==> src/pin_change_pkg.sv <==
// ---------------------------------------------------------------
// constants for the pin change detector
// ---------------------------------------------------------------
package pin_change_pkg;
  localparam int          PORT_CNT     = 4;        // ports served
  localparam int          PORT_W       = 8;        // pins per port
  localparam int          REGS_PER     = 3;        // registers per port
  localparam int          ARM_CYC      = 3;        // fill of sync chain
  // register kinds within a port group
  localparam logic [3:0]  KIND_RISE    = 4'h0;     // rise_detect_enable
  localparam logic [3:0]  KIND_FALL    = 4'h1;     // fall_detect_enable
  localparam logic [3:0]  KIND_FLAG    = 4'h2;     // change flags
  // byte offsets
  localparam logic [5:0]  OFF_PORT0    = 6'h00;    // first port group
  localparam logic [5:0]  OFF_ENABLE   = 6'h30;    // peripheral_irq_enable_reg0
  localparam logic [5:0]  OFF_REQUEST  = 6'h34;    // peripheral_irq_request_reg0
  // field positions
  localparam int          MASTER_BIT   = 0;        // change_irq_master_enable
  localparam int          SUMMARY_BIT  = 0;        // change_summary_flag
  localparam int          E_PIN        = 3;        // fifth_port_pin_three
  // implemented pins: ports A,B,C full, fifth port pin three only
  localparam logic [31:0] PIN_MASK     = 32'h08FFFFFF;
  // reset values
  localparam logic [7:0]  RST_ENABLE   = 8'h00;    // edge enables
  localparam logic [7:0]  RST_FLAGS    = 8'h00;    // change flags
  localparam logic        RST_MASTER   = 1'b0;     // master enable
  // bus handshake states
  typedef enum logic [0:0] {
    BUS_IDLE = 1'b0,
    BUS_ACK  = 1'b1
  } bus_state_t;
endpackage : pin_change_pkg

==> src/pin_change_interrupt.sv <==
// Function
// RL1 - detect on ports A,B,C and pin E3
// RL2 - each pin enabled on its own
// RL3 - request only while master enable set
// RL4 - flags still set with master off
// RL5 - rising edge needs rise enable bit
// RL6 - falling edge needs fall enable bit
// RL7 - both enables flag either direction
// RL8 - sticky flag, interrupt when master set
// RL9 - summary flag is OR of flags
// RL10 - writing zero clears a flag
// RL11 - edge during write keeps flag set
// RL12 - software clears only observed flags
// RL13 - enabled edge wakes device from sleep; code wakes only while master enable is set
// RL14 - two-stage sync, compare with previous
//
// Our own choices: the register offsets and the Avalon-MM register port.
`timescale 1ns/10ps
module pin_change_interrupt #(
  parameter int ADDR_W = 6                      // byte address width
) (
  input  wire logic              clk_sys,       // system clock
  input  wire logic              nrst,          // async reset, low
  input  wire logic [ADDR_W-1:0] avs_address,   // byte address
  input  wire logic              avs_read,      // read request
  input  wire logic              avs_write,     // write request
  input  wire logic [31:0]       avs_writedata, // write data
  input  wire logic [3:0]        avs_byteenable,// byte lanes
  output logic      [31:0]       avs_readdata,  // read data
  output logic                   avs_waitrequest,// stall
  input  wire logic [7:0]        pinsA,         // first port pins
  input  wire logic [7:0]        pinsB,         // second port pins
  input  wire logic [7:0]        pinsC,         // third port pins
  input  wire logic              pinE3,         // fifth_port_pin_three
  input  wire logic              sleepMode,     // core is asleep
  output logic                   irq,           // change interrupt
  output logic                   wakeReq        // wake from sleep
);

  // ---------------------------------------------------------------
  // elaboration check
  // ---------------------------------------------------------------
  if (ADDR_W < 6)
  begin : g_chk
    $error("ADDR_W must be at least 6");
  end

  // ---------------------------------------------------------------
  // declarations
  // ---------------------------------------------------------------
  logic [3:0][7:0]         pinsRaw;      // pins in port layout
  logic [3:0][7:0]         sync1_ff;     // first sync stage
  logic [3:0][7:0]         sync2_ff;     // second sync stage
  logic [3:0][7:0]         prev_ff;      // previous sample
  logic [2:0]              arm_ff;       // chain fill tracker
  logic [3:0][7:0]         riseEn_ff;    // rise_detect_enable
  logic [3:0][7:0]         fallEn_ff;    // fall_detect_enable
  logic [3:0][7:0]         flags_ff;     // per-pin change flags
  logic [3:0][7:0]         nxt_flags;    // next flags
  logic                    masterEn_ff;  // change_irq_master_enable
  logic [3:0][7:0]         riseHit;      // enabled rising edges
  logic [3:0][7:0]         fallHit;      // enabled falling edges
  logic [3:0][7:0]         edgeHit;      // all enabled edges
  logic                    summary;      // change_summary_flag
  logic                    wrAcc;        // write accepted this edge
  logic [3:0]              wIdx;         // word index of access
  logic                    inRange;      // address within the port groups
  logic [7:0]              rdMux;        // read value
  logic [31:0]             readData_ff;  // read data register
  logic                    waitReq_ff;   // waitrequest register
  logic                    irq_ff;       // interrupt register
  logic                    wake_ff;      // wake register
  pin_change_pkg::bus_state_t busState_ff; // handshake state

  // port number of a word index
  function automatic logic [1:0] portOf(input logic [3:0] idx);
    portOf = 2'((idx - pin_change_pkg::OFF_PORT0[5:2]) / 4'(pin_change_pkg::REGS_PER));
  endfunction : portOf

  // register kind of a word index
  function automatic logic [3:0] kindOf(input logic [3:0] idx);
    kindOf = (idx - pin_change_pkg::OFF_PORT0[5:2]) % 4'(pin_change_pkg::REGS_PER);
  endfunction : kindOf

  // implemented pins of one port
  function automatic logic [7:0] maskOf(input logic [1:0] p);
    maskOf = pin_change_pkg::PIN_MASK[p*8 +: 8];
  endfunction : maskOf

  // ---------------------------------------------------------------
  // pin capture and edge detection
  // ---------------------------------------------------------------
  // place the fifth port pin at its bit, others absent
  always_comb
  begin
    pinsRaw                               = '0;
    pinsRaw[0]                            = pinsA;
    pinsRaw[1]                            = pinsB;
    pinsRaw[2]                            = pinsC;
    pinsRaw[3][pin_change_pkg::E_PIN]     = pinE3;
  end

  // two-stage synchroniser then previous sample
  always_ff @(posedge clk_sys or negedge nrst)
  begin
    if (!nrst)
    begin
      sync1_ff <= '0;
      sync2_ff <= '0;
      prev_ff  <= '0;
    end
    else
    begin
      sync1_ff <= pinsRaw;                        // RL14
      sync2_ff <= sync1_ff;                       // RL14
      prev_ff  <= sync2_ff;                       // RL14
    end
  end

  // ignore edges until the chain holds real samples
  always_ff @(posedge clk_sys or negedge nrst)
  begin
    if (!nrst)
      arm_ff <= '0;
    else
      arm_ff <= {arm_ff[1:0], 1'b1};
  end

  // compare current and previous samples per pin
  always_comb
  begin
    riseHit = sync2_ff & ~prev_ff & riseEn_ff;    // RL5 RL14
    fallHit = ~sync2_ff & prev_ff & fallEn_ff;    // RL6
    edgeHit = (riseHit | fallHit)                 // RL7 RL2
              & pin_change_pkg::PIN_MASK          // RL1
              & {32{arm_ff[pin_change_pkg::ARM_CYC-1]}};
  end

  // ---------------------------------------------------------------
  // bus slave
  // ---------------------------------------------------------------
  assign wIdx    = avs_address[5:2];
  assign inRange = (wIdx < 4'(pin_change_pkg::PORT_CNT * pin_change_pkg::REGS_PER));
  assign wrAcc   = avs_write & ~waitReq_ff & avs_byteenable[0];

  // one wait cycle, then a one-cycle acknowledge
  always_ff @(posedge clk_sys or negedge nrst)
  begin
    if (!nrst)
    begin
      busState_ff <= pin_change_pkg::BUS_IDLE;
      waitReq_ff  <= 1'b1;
    end
    else
    begin
      case (busState_ff)
        pin_change_pkg::BUS_IDLE:
        begin
          if (avs_read || avs_write)
          begin
            busState_ff <= pin_change_pkg::BUS_ACK;
            waitReq_ff  <= 1'b0;
          end
        end
        pin_change_pkg::BUS_ACK:
        begin
          busState_ff <= pin_change_pkg::BUS_IDLE;
          waitReq_ff  <= 1'b1;
        end
        default:
        begin
          busState_ff <= pin_change_pkg::BUS_IDLE;
          waitReq_ff  <= 1'b1;
        end
      endcase
    end
  end

  // read multiplexer, unmapped words read zero
  always_comb
  begin
    rdMux = 8'h00;
    if (inRange)
    begin
      case (kindOf(wIdx))
        pin_change_pkg::KIND_RISE: rdMux = riseEn_ff[portOf(wIdx)];
        pin_change_pkg::KIND_FALL: rdMux = fallEn_ff[portOf(wIdx)];
        pin_change_pkg::KIND_FLAG: rdMux = flags_ff[portOf(wIdx)];
        default:                   rdMux = 8'h00;
      endcase
    end
    else if (avs_address[5:0] == pin_change_pkg::OFF_ENABLE)
      rdMux[pin_change_pkg::MASTER_BIT] = masterEn_ff;
    else if (avs_address[5:0] == pin_change_pkg::OFF_REQUEST)
      rdMux[pin_change_pkg::SUMMARY_BIT] = summary;     // RL9
  end

  // capture read data during the wait cycle
  always_ff @(posedge clk_sys or negedge nrst)
  begin
    if (!nrst)
      readData_ff <= '0;
    else if (avs_read && waitReq_ff)
      readData_ff <= {24'h000000, rdMux};
  end

  // ---------------------------------------------------------------
  // configuration registers
  // ---------------------------------------------------------------
  // edge enables, unimplemented pins stay zero
  always_ff @(posedge clk_sys or negedge nrst)
  begin
    if (!nrst)
    begin
      riseEn_ff <= {4{pin_change_pkg::RST_ENABLE}};
      fallEn_ff <= {4{pin_change_pkg::RST_ENABLE}};
    end
    else if (wrAcc && inRange)
    begin
      if (kindOf(wIdx) == pin_change_pkg::KIND_RISE)
        riseEn_ff[portOf(wIdx)] <= avs_writedata[7:0] & maskOf(portOf(wIdx)); // RL5
      if (kindOf(wIdx) == pin_change_pkg::KIND_FALL)
        fallEn_ff[portOf(wIdx)] <= avs_writedata[7:0] & maskOf(portOf(wIdx)); // RL6
    end
  end

  // master enable bit
  always_ff @(posedge clk_sys or negedge nrst)
  begin
    if (!nrst)
      masterEn_ff <= pin_change_pkg::RST_MASTER;
    else if (wrAcc && avs_address[5:0] == pin_change_pkg::OFF_ENABLE)
      masterEn_ff <= avs_writedata[pin_change_pkg::MASTER_BIT];
  end

  // ---------------------------------------------------------------
  // change flags
  // ---------------------------------------------------------------
  // a written zero clears, an edge in the same cycle wins
  always_comb
  begin
    nxt_flags = flags_ff;
    for (int p = 0; p < pin_change_pkg::PORT_CNT; p++)
    begin
      if (wrAcc && inRange && portOf(wIdx) == 2'(p)
          && kindOf(wIdx) == pin_change_pkg::KIND_FLAG)
        nxt_flags[p] = flags_ff[p] & avs_writedata[7:0];  // RL10 RL12
      nxt_flags[p] = nxt_flags[p] | edgeHit[p];           // RL11 RL4
    end
  end

  // sticky flags, set regardless of master enable
  always_ff @(posedge clk_sys or negedge nrst)
  begin
    if (!nrst)
      flags_ff <= {4{pin_change_pkg::RST_FLAGS}};
    else
      flags_ff <= nxt_flags;                              // RL8
  end

  assign summary = |flags_ff;                             // RL9

  // ---------------------------------------------------------------
  // interrupt and wake
  // ---------------------------------------------------------------
  // level request gated by master enable
  always_ff @(posedge clk_sys or negedge nrst)
  begin
    if (!nrst)
    begin
      irq_ff  <= 1'b0;
      wake_ff <= 1'b0;
    end
    else
    begin
      irq_ff  <= masterEn_ff & summary;                   // RL3 RL8
      wake_ff <= sleepMode & masterEn_ff & summary;       // RL13
    end
  end

  assign avs_readdata    = readData_ff;
  assign avs_waitrequest = waitReq_ff;
  assign irq             = irq_ff;
  assign wakeReq         = wake_ff;

  // ---------------------------------------------------------------
  // assertions
  // ---------------------------------------------------------------
  a_pin_scope: assert property (@(posedge clk_sys) disable iff (!nrst) // RL1
    (flags_ff & ~pin_change_pkg::PIN_MASK) == 32'h00000000)
    else $error("flag set on an unimplemented pin");

  a_flag_cause: assert property (@(posedge clk_sys) disable iff (!nrst) // RL2
    ##1 ((flags_ff & ~$past(flags_ff) & ~$past(edgeHit)) == 32'h00000000))
    else $error("flag rose without an enabled edge");

  a_master_gate: assert property (@(posedge clk_sys) disable iff (!nrst) // RL3
    !masterEn_ff ##1 !masterEn_ff |=> !irq_ff)
    else $error("interrupt raised with master enable off");

  a_nomaster_det: assert property (@(posedge clk_sys) disable iff (!nrst) // RL4
    (!masterEn_ff && edgeHit != 32'h00000000) |=> summary)
    else $error("detection stopped with master enable off");

  a_rise_detect: assert property (@(posedge clk_sys) disable iff (!nrst) // RL5
    (arm_ff[2] && (sync2_ff & ~prev_ff & riseEn_ff) != 32'h00000000)
    |=> (flags_ff & $past(sync2_ff & ~prev_ff & riseEn_ff))
        == $past(sync2_ff & ~prev_ff & riseEn_ff))
    else $error("enabled rising edge not flagged");

  a_fall_detect: assert property (@(posedge clk_sys) disable iff (!nrst) // RL6 RL7
    (arm_ff[2] && (~sync2_ff & prev_ff & fallEn_ff) != 32'h00000000)
    |=> (flags_ff & $past(~sync2_ff & prev_ff & fallEn_ff))
        == $past(~sync2_ff & prev_ff & fallEn_ff))
    else $error("enabled falling edge not flagged");

  a_irq_level: assert property (@(posedge clk_sys) disable iff (!nrst) // RL8
    (masterEn_ff && summary) |=> irq_ff ##1 (irq_ff || !$past(summary) || !$past(masterEn_ff)))
    else $error("interrupt not raised for set flag");

  a_flag_hold: assert property (@(posedge clk_sys) disable iff (!nrst) // RL8
    (flags_ff != 32'h00000000 && !avs_write) |=> (flags_ff & $past(flags_ff)) == $past(flags_ff))
    else $error("flag lost without a write");

  a_summary_or: assert property (@(posedge clk_sys) disable iff (!nrst) // RL9
    (avs_read && waitReq_ff && avs_address[5:0] == pin_change_pkg::OFF_REQUEST)
    |=> avs_readdata[0] == ($past(flags_ff) != 32'h00000000))
    else $error("summary read does not match flags");

  a_clear_zero: assert property (@(posedge clk_sys) disable iff (!nrst) // RL10
    (wrAcc && inRange && kindOf(wIdx) == pin_change_pkg::KIND_FLAG
     && avs_writedata[7:0] == 8'h00 && edgeHit[portOf(wIdx)] == 8'h00)
    |=> flags_ff[$past(portOf(wIdx))] == 8'h00)
    else $error("written zero did not clear flags");

  a_edge_wins: assert property (@(posedge clk_sys) disable iff (!nrst) // RL11
    edgeHit != 32'h00000000 |=> (flags_ff & $past(edgeHit)) == $past(edgeHit))
    else $error("edge lost during flag write");

  a_wake_req: assert property (@(posedge clk_sys) disable iff (!nrst) // RL13
    (sleepMode && masterEn_ff && summary) |=> wakeReq)
    else $error("no wake for enabled edge in sleep");

  a_sync_delay: assert property (@(posedge clk_sys) disable iff (!nrst) // RL14
    arm_ff[2] |-> sync2_ff == $past(pinsRaw, 2))
    else $error("synchroniser delay is not two cycles");

  a_bus_answer: assert property (@(posedge clk_sys) disable iff (!nrst)
    ((avs_read || avs_write) && waitReq_ff) |=> !avs_waitrequest ##1 avs_waitrequest)
    else $error("bus answer not one cycle after request");

endmodule : pin_change_interrupt

==> config.mk <==
export PLATFORM = sky130hd
export DESIGN_NAME = pin_change_interrupt
export DESIGN_NICKNAME = d
export VERILOG_FILES = /design/src/pin_change_pkg.sv /design/src/pin_change_interrupt.sv
export SDC_FILE = /design/constraint.sdc
export NUM_CORES = 1
export LEC_CHECK = 0
export BUFFER_PORTS_ARGS = -buffer_cell sky130_fd_sc_hd__buf_2
export CAP_MARGIN = 10
export CORE_ASPECT_RATIO = 0.9
export CORE_MARGIN = 2
export CORE_UTILIZATION = 45
export CTS_BUF_LIST = sky130_fd_sc_hd__clkbuf_8
export CTS_CLUSTER_SIZE = 14
export DETAILED_ROUTE_END_ITERATION = 8
export PLACE_DENSITY = 0.76
export SLEW_MARGIN = 20
export SYNTH_ARGS = -nofsm -noshare
export SYNTH_HDL_FRONTEND = slang
export SYNTH_SLANG_ARGS = --single-unit
==> constraint.sdc <==
create_clock -name clk_sys -period 2.46 [get_ports clk_sys]
set_clock_uncertainty 0.15 [all_clocks]
set_input_delay 0.246 -clock clk_sys [delete_from_list [all_inputs] [get_ports clk_sys]]
set_output_delay 0.246 -clock clk_sys [all_outputs]
set_load 0.02 [all_outputs]
After elaboration in Yosys (flattened, before gate mapping)
Cells that the tools add are included.
{"block": "word_totals", "latchBits": 0, "regBits": 187, "mem_count": 0, "output_inout_bits": 35, "word_cells": 110, "in_bits": 72, "ram_bits": 0, "mem_bits_ro": 0}
{"block": "op_classes", "div_mod_pow": 2, "magnitude_cmp": 3, "multipliers": 0, "shift": 1, "eq_ne": 8, "n_mux": 23, "n_reduce_logical": 18, "bitwise_logic": 24, "addsub": 0}
{"cell": "$and 28x28->28", "count": 4}
{"cell": "$bwmux 32", "count": 2}
{"cell": "$mux 8", "count": 8}
{"cell": "$not 28->28", "count": 2}
{"cell": "$bmux 8 s2", "count": 3}
{"cell": "$and 8x8->8", "count": 5}
{"cell": "$and 28x32->32", "count": 1}
{"cell": "$or 8x8->8", "count": 4}
{"cell": "$reduce_or 32->1", "count": 1}
{"cell": "$shiftx 32x6->8 const A", "count": 1}
{"cell": "$or 28x28->28", "count": 1}
{"cell": "$pmux 8 s3", "count": 1}
{"cell": "$demux 8 s2", "count": 1}
{"cell": "$eq 6x6->1 const B", "count": 2}
{"cell": "$logic_and 1x1->1", "count": 12}
{"cell": "$mux 7", "count": 1}
{"cell": "$and 1x1->1", "count": 5}
{"cell": "$mux 1", "count": 5}
{"cell": "$div 4x2->4 const B", "count": 1}
{"cell": "$eq 2x2->1 const B", "count": 2}
{"cell": "$eq 4x1->1 const B", "count": 1}
{"cell": "$eq 4x2->1 const B", "count": 1}
{"cell": "$logic_not 4->1", "count": 1}
{"cell": "$lt 4x4->1 const B", "count": 1}
{"cell": "other kinds (10)", "count": 13}

Depth between registers and ports, before layout
{"block": "depth", "word_depth": 8, "depth_mapped": 19, "depth_no_buf": 14}

Worst setup path before layout
No wires, ideal clock.
{"block": "synth_timing", "path_kind": "input port to flip-flop", "startpoint": "in avs_address[4]", "endpoint": "reg fallEn_ff[27] in the netlist's numbering", "path_buffers": 5, "arrival_time_ps": 3520, "setup_slack_ps": -1335, "stages": 17, "setup_time_ps": 125, "cell_sequence": "buf_4 nor2b_4 buf_6 ha_1 inv_1 ha_1 buf_2 nand2_1 o21ai_0 ha_1 clkbuf_1 nor2_1 a22oi_1 clkbuf_1 nand2_1 nor2_1 mux2_2"}
{"block": "synth_via", "elab_chain_cells": 6, "elab_cells_between_ends": 14, "classes_between": "2 x div; 3 x order compare; 1 x eq/ne; 1 x shift; 3 x mux; 1 x bitwise; 3 x reduce/logical"}
{"item": "from (decl)", "line": "pin_change_interrupt.sv:24", "rtl": "input wire logic [ADDR_W-1:0] avs_address,"}
{"item": "branches (longest 6 deep; another with $div 4x2->4)"}
{"item": "to (signal assigned)", "line": "pin_change_interrupt.sv:216", "rtl": "fallEn_ff <= {4{pin_change_pkg::RST_ENABLE}};"}
{"item": "to (signal, indexed assignment)", "line": "pin_change_interrupt.sv:223", "rtl": "fallEn_ff[portOf(wIdx)] <= avs_writedata[7:0] & maskOf(portOf(wIdx));"}
{"item": "to (decl)", "line": "pin_change_interrupt.sv:57", "rtl": "logic [3:0][7:0] fallEn_ff;"}
Several ways; the timed one is not identified.
A chain may end at the register's enable or synchronous reset.

Final worst setup path
{"block": "layout_timing", "startpoint": "in avs_address[5]", "endpoint": "reg readData_ff[5], in the netlist avs_readdata[5]"}
{"block": "layout_via", "elab_chain_cells": 5, "elab_cells_between_ends": 14, "classes_between": "2 x div; 1 x order compare; 2 x eq/ne; 8 x mux; 1 x reduce/logical"}
{"item": "$div 4x2->4", "line": "pin_change_interrupt.sv:77", "rtl": "portOf = 2'((idx - pin_change_pkg::OFF_PORT0[5:2]) / 4'(pin_change_pkg::REGS_PER));"}
{"item": "$bmux 8 s2, on equally long branches", "line": "pin_change_interrupt.sv:188, pin_change_interrupt.sv:186, pin_change_interrupt.sv:187"}
{"item": "$mux 8, on equally long branches", "line": "pin_change_interrupt.sv:188, pin_change_interrupt.sv:186, pin_change_interrupt.sv:187"}
{"item": "$pmux 8 s3", "line": "pin_change_interrupt.sv:185", "rtl": "case (kindOf(wIdx))"}
{"item": "$mux 7 (*)", "line": "pin_change_interrupt.sv:183", "rtl": "if (inRange)"}
{"item": "to (signal assigned)", "line": "pin_change_interrupt.sv:204", "rtl": "readData_ff <= {24'h000000, rdMux};"}
{"item": "to (decl)", "line": "pin_change_interrupt.sv:69", "rtl": "logic [31:0] readData_ff;"}
Mark *: on every way between the ends. The rest lies on a longest branch, timed or not. The select of a mux whose other input is x is not followed.

==> results.sh <==
export IMPL_internal_power_mw=4.90
export IMPL_grt_pass1_vias=6389
export IMPL_tightest_slew_ps=666
export IMPL_cts_htree_levels=4
export IMPL_dieWidth_microns=144
export IMPL_setup_viol=104
export IMPL_vdd_drop_max_v=0.000497
export IMPL_whs_ps=25.6
export IMPL_grt_met2_usage_pct=39.5
export IMPL_clockBufferDepth=2
export IMPL_first_iter_violations=717
export IMPL_fmax_ghz=0.350
export IMPL_wire_per_inst_microns=21.0
export IMPL_die_h_microns=130
export IMPL_grtUsageMet3_pct=6.09
export IMPL_grt_pass1_wl_microns=34900
export IMPL_met1_usage_pct=33.5
export IMPL_failed_checks="negative setup slack"
export IMPL_rows=45
export IMPL_critPathMaxFanout=7
export IMPL_worstPathCellList="buf_8 > nor2b_4 > ha_4 > inv_4 > ha_4 > buf_4 > buf_12 > or2_4 > o211ai_1 > buf_4 > a2111o_1 > o41ai_4 > buf_4 > nor2_2 > o22ai_1 > a221o_1"
export IMPL_p_leak_nw=4.76
export IMPL_antenna_left=0
export IMPL_report_final_slew_viol_count=0
export IMPL_dieArea_sq_mm=0.0187
export IMPL_combPwrFrac_pct=21.0
export IMPL_period_minus_slack_ps=2860
export IMPL_routed_via_density=5.77
export IMPL_via_count=6532
export IMPL_power_frac_clock_pct=28.6
export IMPL_ys_seq_elements=187
export IMPL_critPathMaxStageDelay_ps=400
export IMPL_yosysSeqAreaShare_pct=59.2
export IMPL_drt_pass1_iterations=6
export IMPL_async_reset_ff_share_pct=100
export IMPL_drc_errors=0
export IMPL_io_pins=107
export IMPL_yosys_most_used_dff="dfrtp_1"
export IMPL_cp_required_ps=2670
export IMPL_cts_clk_slew_worst_paths_ps=110
export IMPL_clk_latency_ps=490
export IMPL_grt_antenna_before_repair=0
export IMPL_busiest_layer="met2"
export IMPL_ctsRootBufferMaster="clkbuf_8"
export IMPL_totalWireLength_microns=23700
export IMPL_switching_power_mw=2.23
export IMPL_initial_core_util_pct=46.4
export IMPL_yosysWarnings=0
export IMPL_grt_overflow=0
export IMPL_clock_sinks=187
export IMPL_hold_path_class="in2reg"
export IMPL_cts_inserted_buffers=17
export IMPL_period_share_pct=116
export IMPL_layout_commonest_cell="dfrtp_1"
export IMPL_syn_area_sq_mm=0.00791
export IMPL_critPathKind="in2reg"
export IMPL_synth_cell_types=70
export IMPL_finalHoldViolCount=0
export IMPL_syn_inst=667
export IMPL_worst_slack_ps=-395
export IMPL_place_area_sq_mm=0.00909
export IMPL_gp_congestion=0.928
export IMPL_hpwlAfterDp_microns=14300
export IMPL_powerDensity_mw_per_mm2=651
export IMPL_status="complete, but fails checks"
export IMPL_rsz0062_at_grt="yes"
export IMPL_drive_gt1_share_pct=41.1
export IMPL_insertedDiodeCount=0
export IMPL_fin_area_sq_mm=0.0110
export IMPL_swShare_pct=31.2
export IMPL_avgSynthCellArea_sq_um=11.9
export IMPL_worstSetupEndpointType="flop"
export IMPL_synth_edf_count=0
export IMPL_slew_headroom_pct=55.5
export IMPL_cts_tree="yes"
export IMPL_track_usage_pct=25.1
export IMPL_crit_top_cell="buf_4"
export IMPL_crit_slowest_cell="nor2_2"
export IMPL_layout_common_cells="dfrtp_1 (186), buf_4 (86), nand2_1 (79)"
export IMPL_grt_max_degree=67
export IMPL_finish_net_count=960
export IMPL_syn2layout_area_growth_pct=38.4
export IMPL_drv_cap=0
export IMPL_seqPwrFrac_pct=50.5
export IMPL_portBuffers=55
export IMPL_design_core_area_sq_mm=0.0171
export IMPL_cp_arrival_ps=3070
export IMPL_crit_path_start_kind="input port"
metal layers:
metal	share of wire, %	vias to the layer above
met3	7.3	87
met5	0	-
li1	-	2827
met4	4.4	0
met1	40	3264
met2	49	354
synth_stat cells (all sizes together) (9+ instances only):
master,n,area [sq um]
dfrtp,186,4650
nand2,81,304
o21ai,62,310
mux2,51,574
buf,35,250
nand3b,24,180
nor2,23,93.8
nor2b,20,133
a222oi,18,180
a21boi,13,97.6
nor4,13,81.3
nand3,12,103
clkbuf,10,37.5
inv,9,33.8
path summary, 6_finish.rpt:
path                                        from         endpoint  slack [ps]  cells past startpoint
worst max-delay path              avs_address[5]  avs_readdata[5]        -400                     16
worst min-delay path            avs_writedata[3]      flags_ff[3]          30                      3
worst max register to register      flags_ff[18]  avs_readdata[0]         -90                      8
worst min register to register         arm_ff[1]        arm_ff[2]         190                      0
max in group asynchronous                   nrst        arm_ff[0]        1300                      3
min in group asynchronous                   nrst      sync1_ff[6]         150                      2
cells by family after synthesis:
group / count (synthesis) / share of synthesized area [%]
compound gates: 158 / 14.1
xor+xnor: 2 / 0.221
fa+ha+maj: 3 / 0.475
buf+inv: 54 / 4.06
flops: 187 / 59.2
mux: 52 / 7.39
other cells: 2 / 0.0949
simple gates: 209 / 14.5
stage by stage:
stage / setup TNS (ps) / total power, mW / util, % / setup WS (ps) / instances
2_1_floorplan: -72860 / 4.20 / - / -805 / 690
3_3_place_gp: -80290 / 4.67 / 53.3 / -934 / 1017
3_5_place_dp: -82290 / 4.70 / 53.3 / -962 / 1017
4_1_cts: -11820 / 6.95 / 61.5 / -221 / 1110
5_1_grt: -29880 / 7.41 / 64.2 / -437 / 1132
6_report: -23820 / 7.13 / 64.2 / -395 / 1132
state kept, by name, summed over array words and instances (netlist names), 3 cells and up:
| signal | flops |
|---|---|
| riseEn_ff | 32 |
| arm_ff | 3 |
| prev_ff | 25 |
| avs_readdata | 8 |
| sync2_ff | 25 |
| fallEn_ff | 32 |
| sync1_ff | 25 |
| flags_ff | 32 |
critical path, delay by kind of cell:
kind / cells / cell delay (ps)
AND/OR/NAND/NOR: 3 / 780
buffers and inverters: 6 / 760
AO/OA/AOI/OAI: 5 / 980
adder cells (fa/ha/maj): 2 / 300
power groups by stage:
stage / Combinational, mW / Sequential (mW) / Clock, mW
2_1_floorplan: 0.637 / 3.57 / 0
3_3_place_gp: 1.06 / 3.62 / 0
3_5_place_dp: 1.08 / 3.63 / 0
4_1_cts: 1.32 / 3.57 / 2.06
5_1_grt: 1.60 / 3.62 / 2.19
6_report: 1.49 / 3.60 / 2.04
cell type report:
class	count	area (sq um)
clock inverters	14	155
clock buffers	17	234
fillers	1247	6110
inverters	9	38.8
well taps	235	294
flip-flops and latches	187	4680
multi-input cells	449	3620
repair buffers	221	1930
what timing repair did:
item                                    4_1_cts  5_1_grt
hold buffers                                 37        0
endpoints found under the setup margin      104      104
setup buffers                                24       25
gates resized for setup                     103       82
cloned                                        2        1
endpoints found under the hold margin       126        0
pin swaps                                    21       36
No activity file was read; power rests on OpenSTA's default activity.
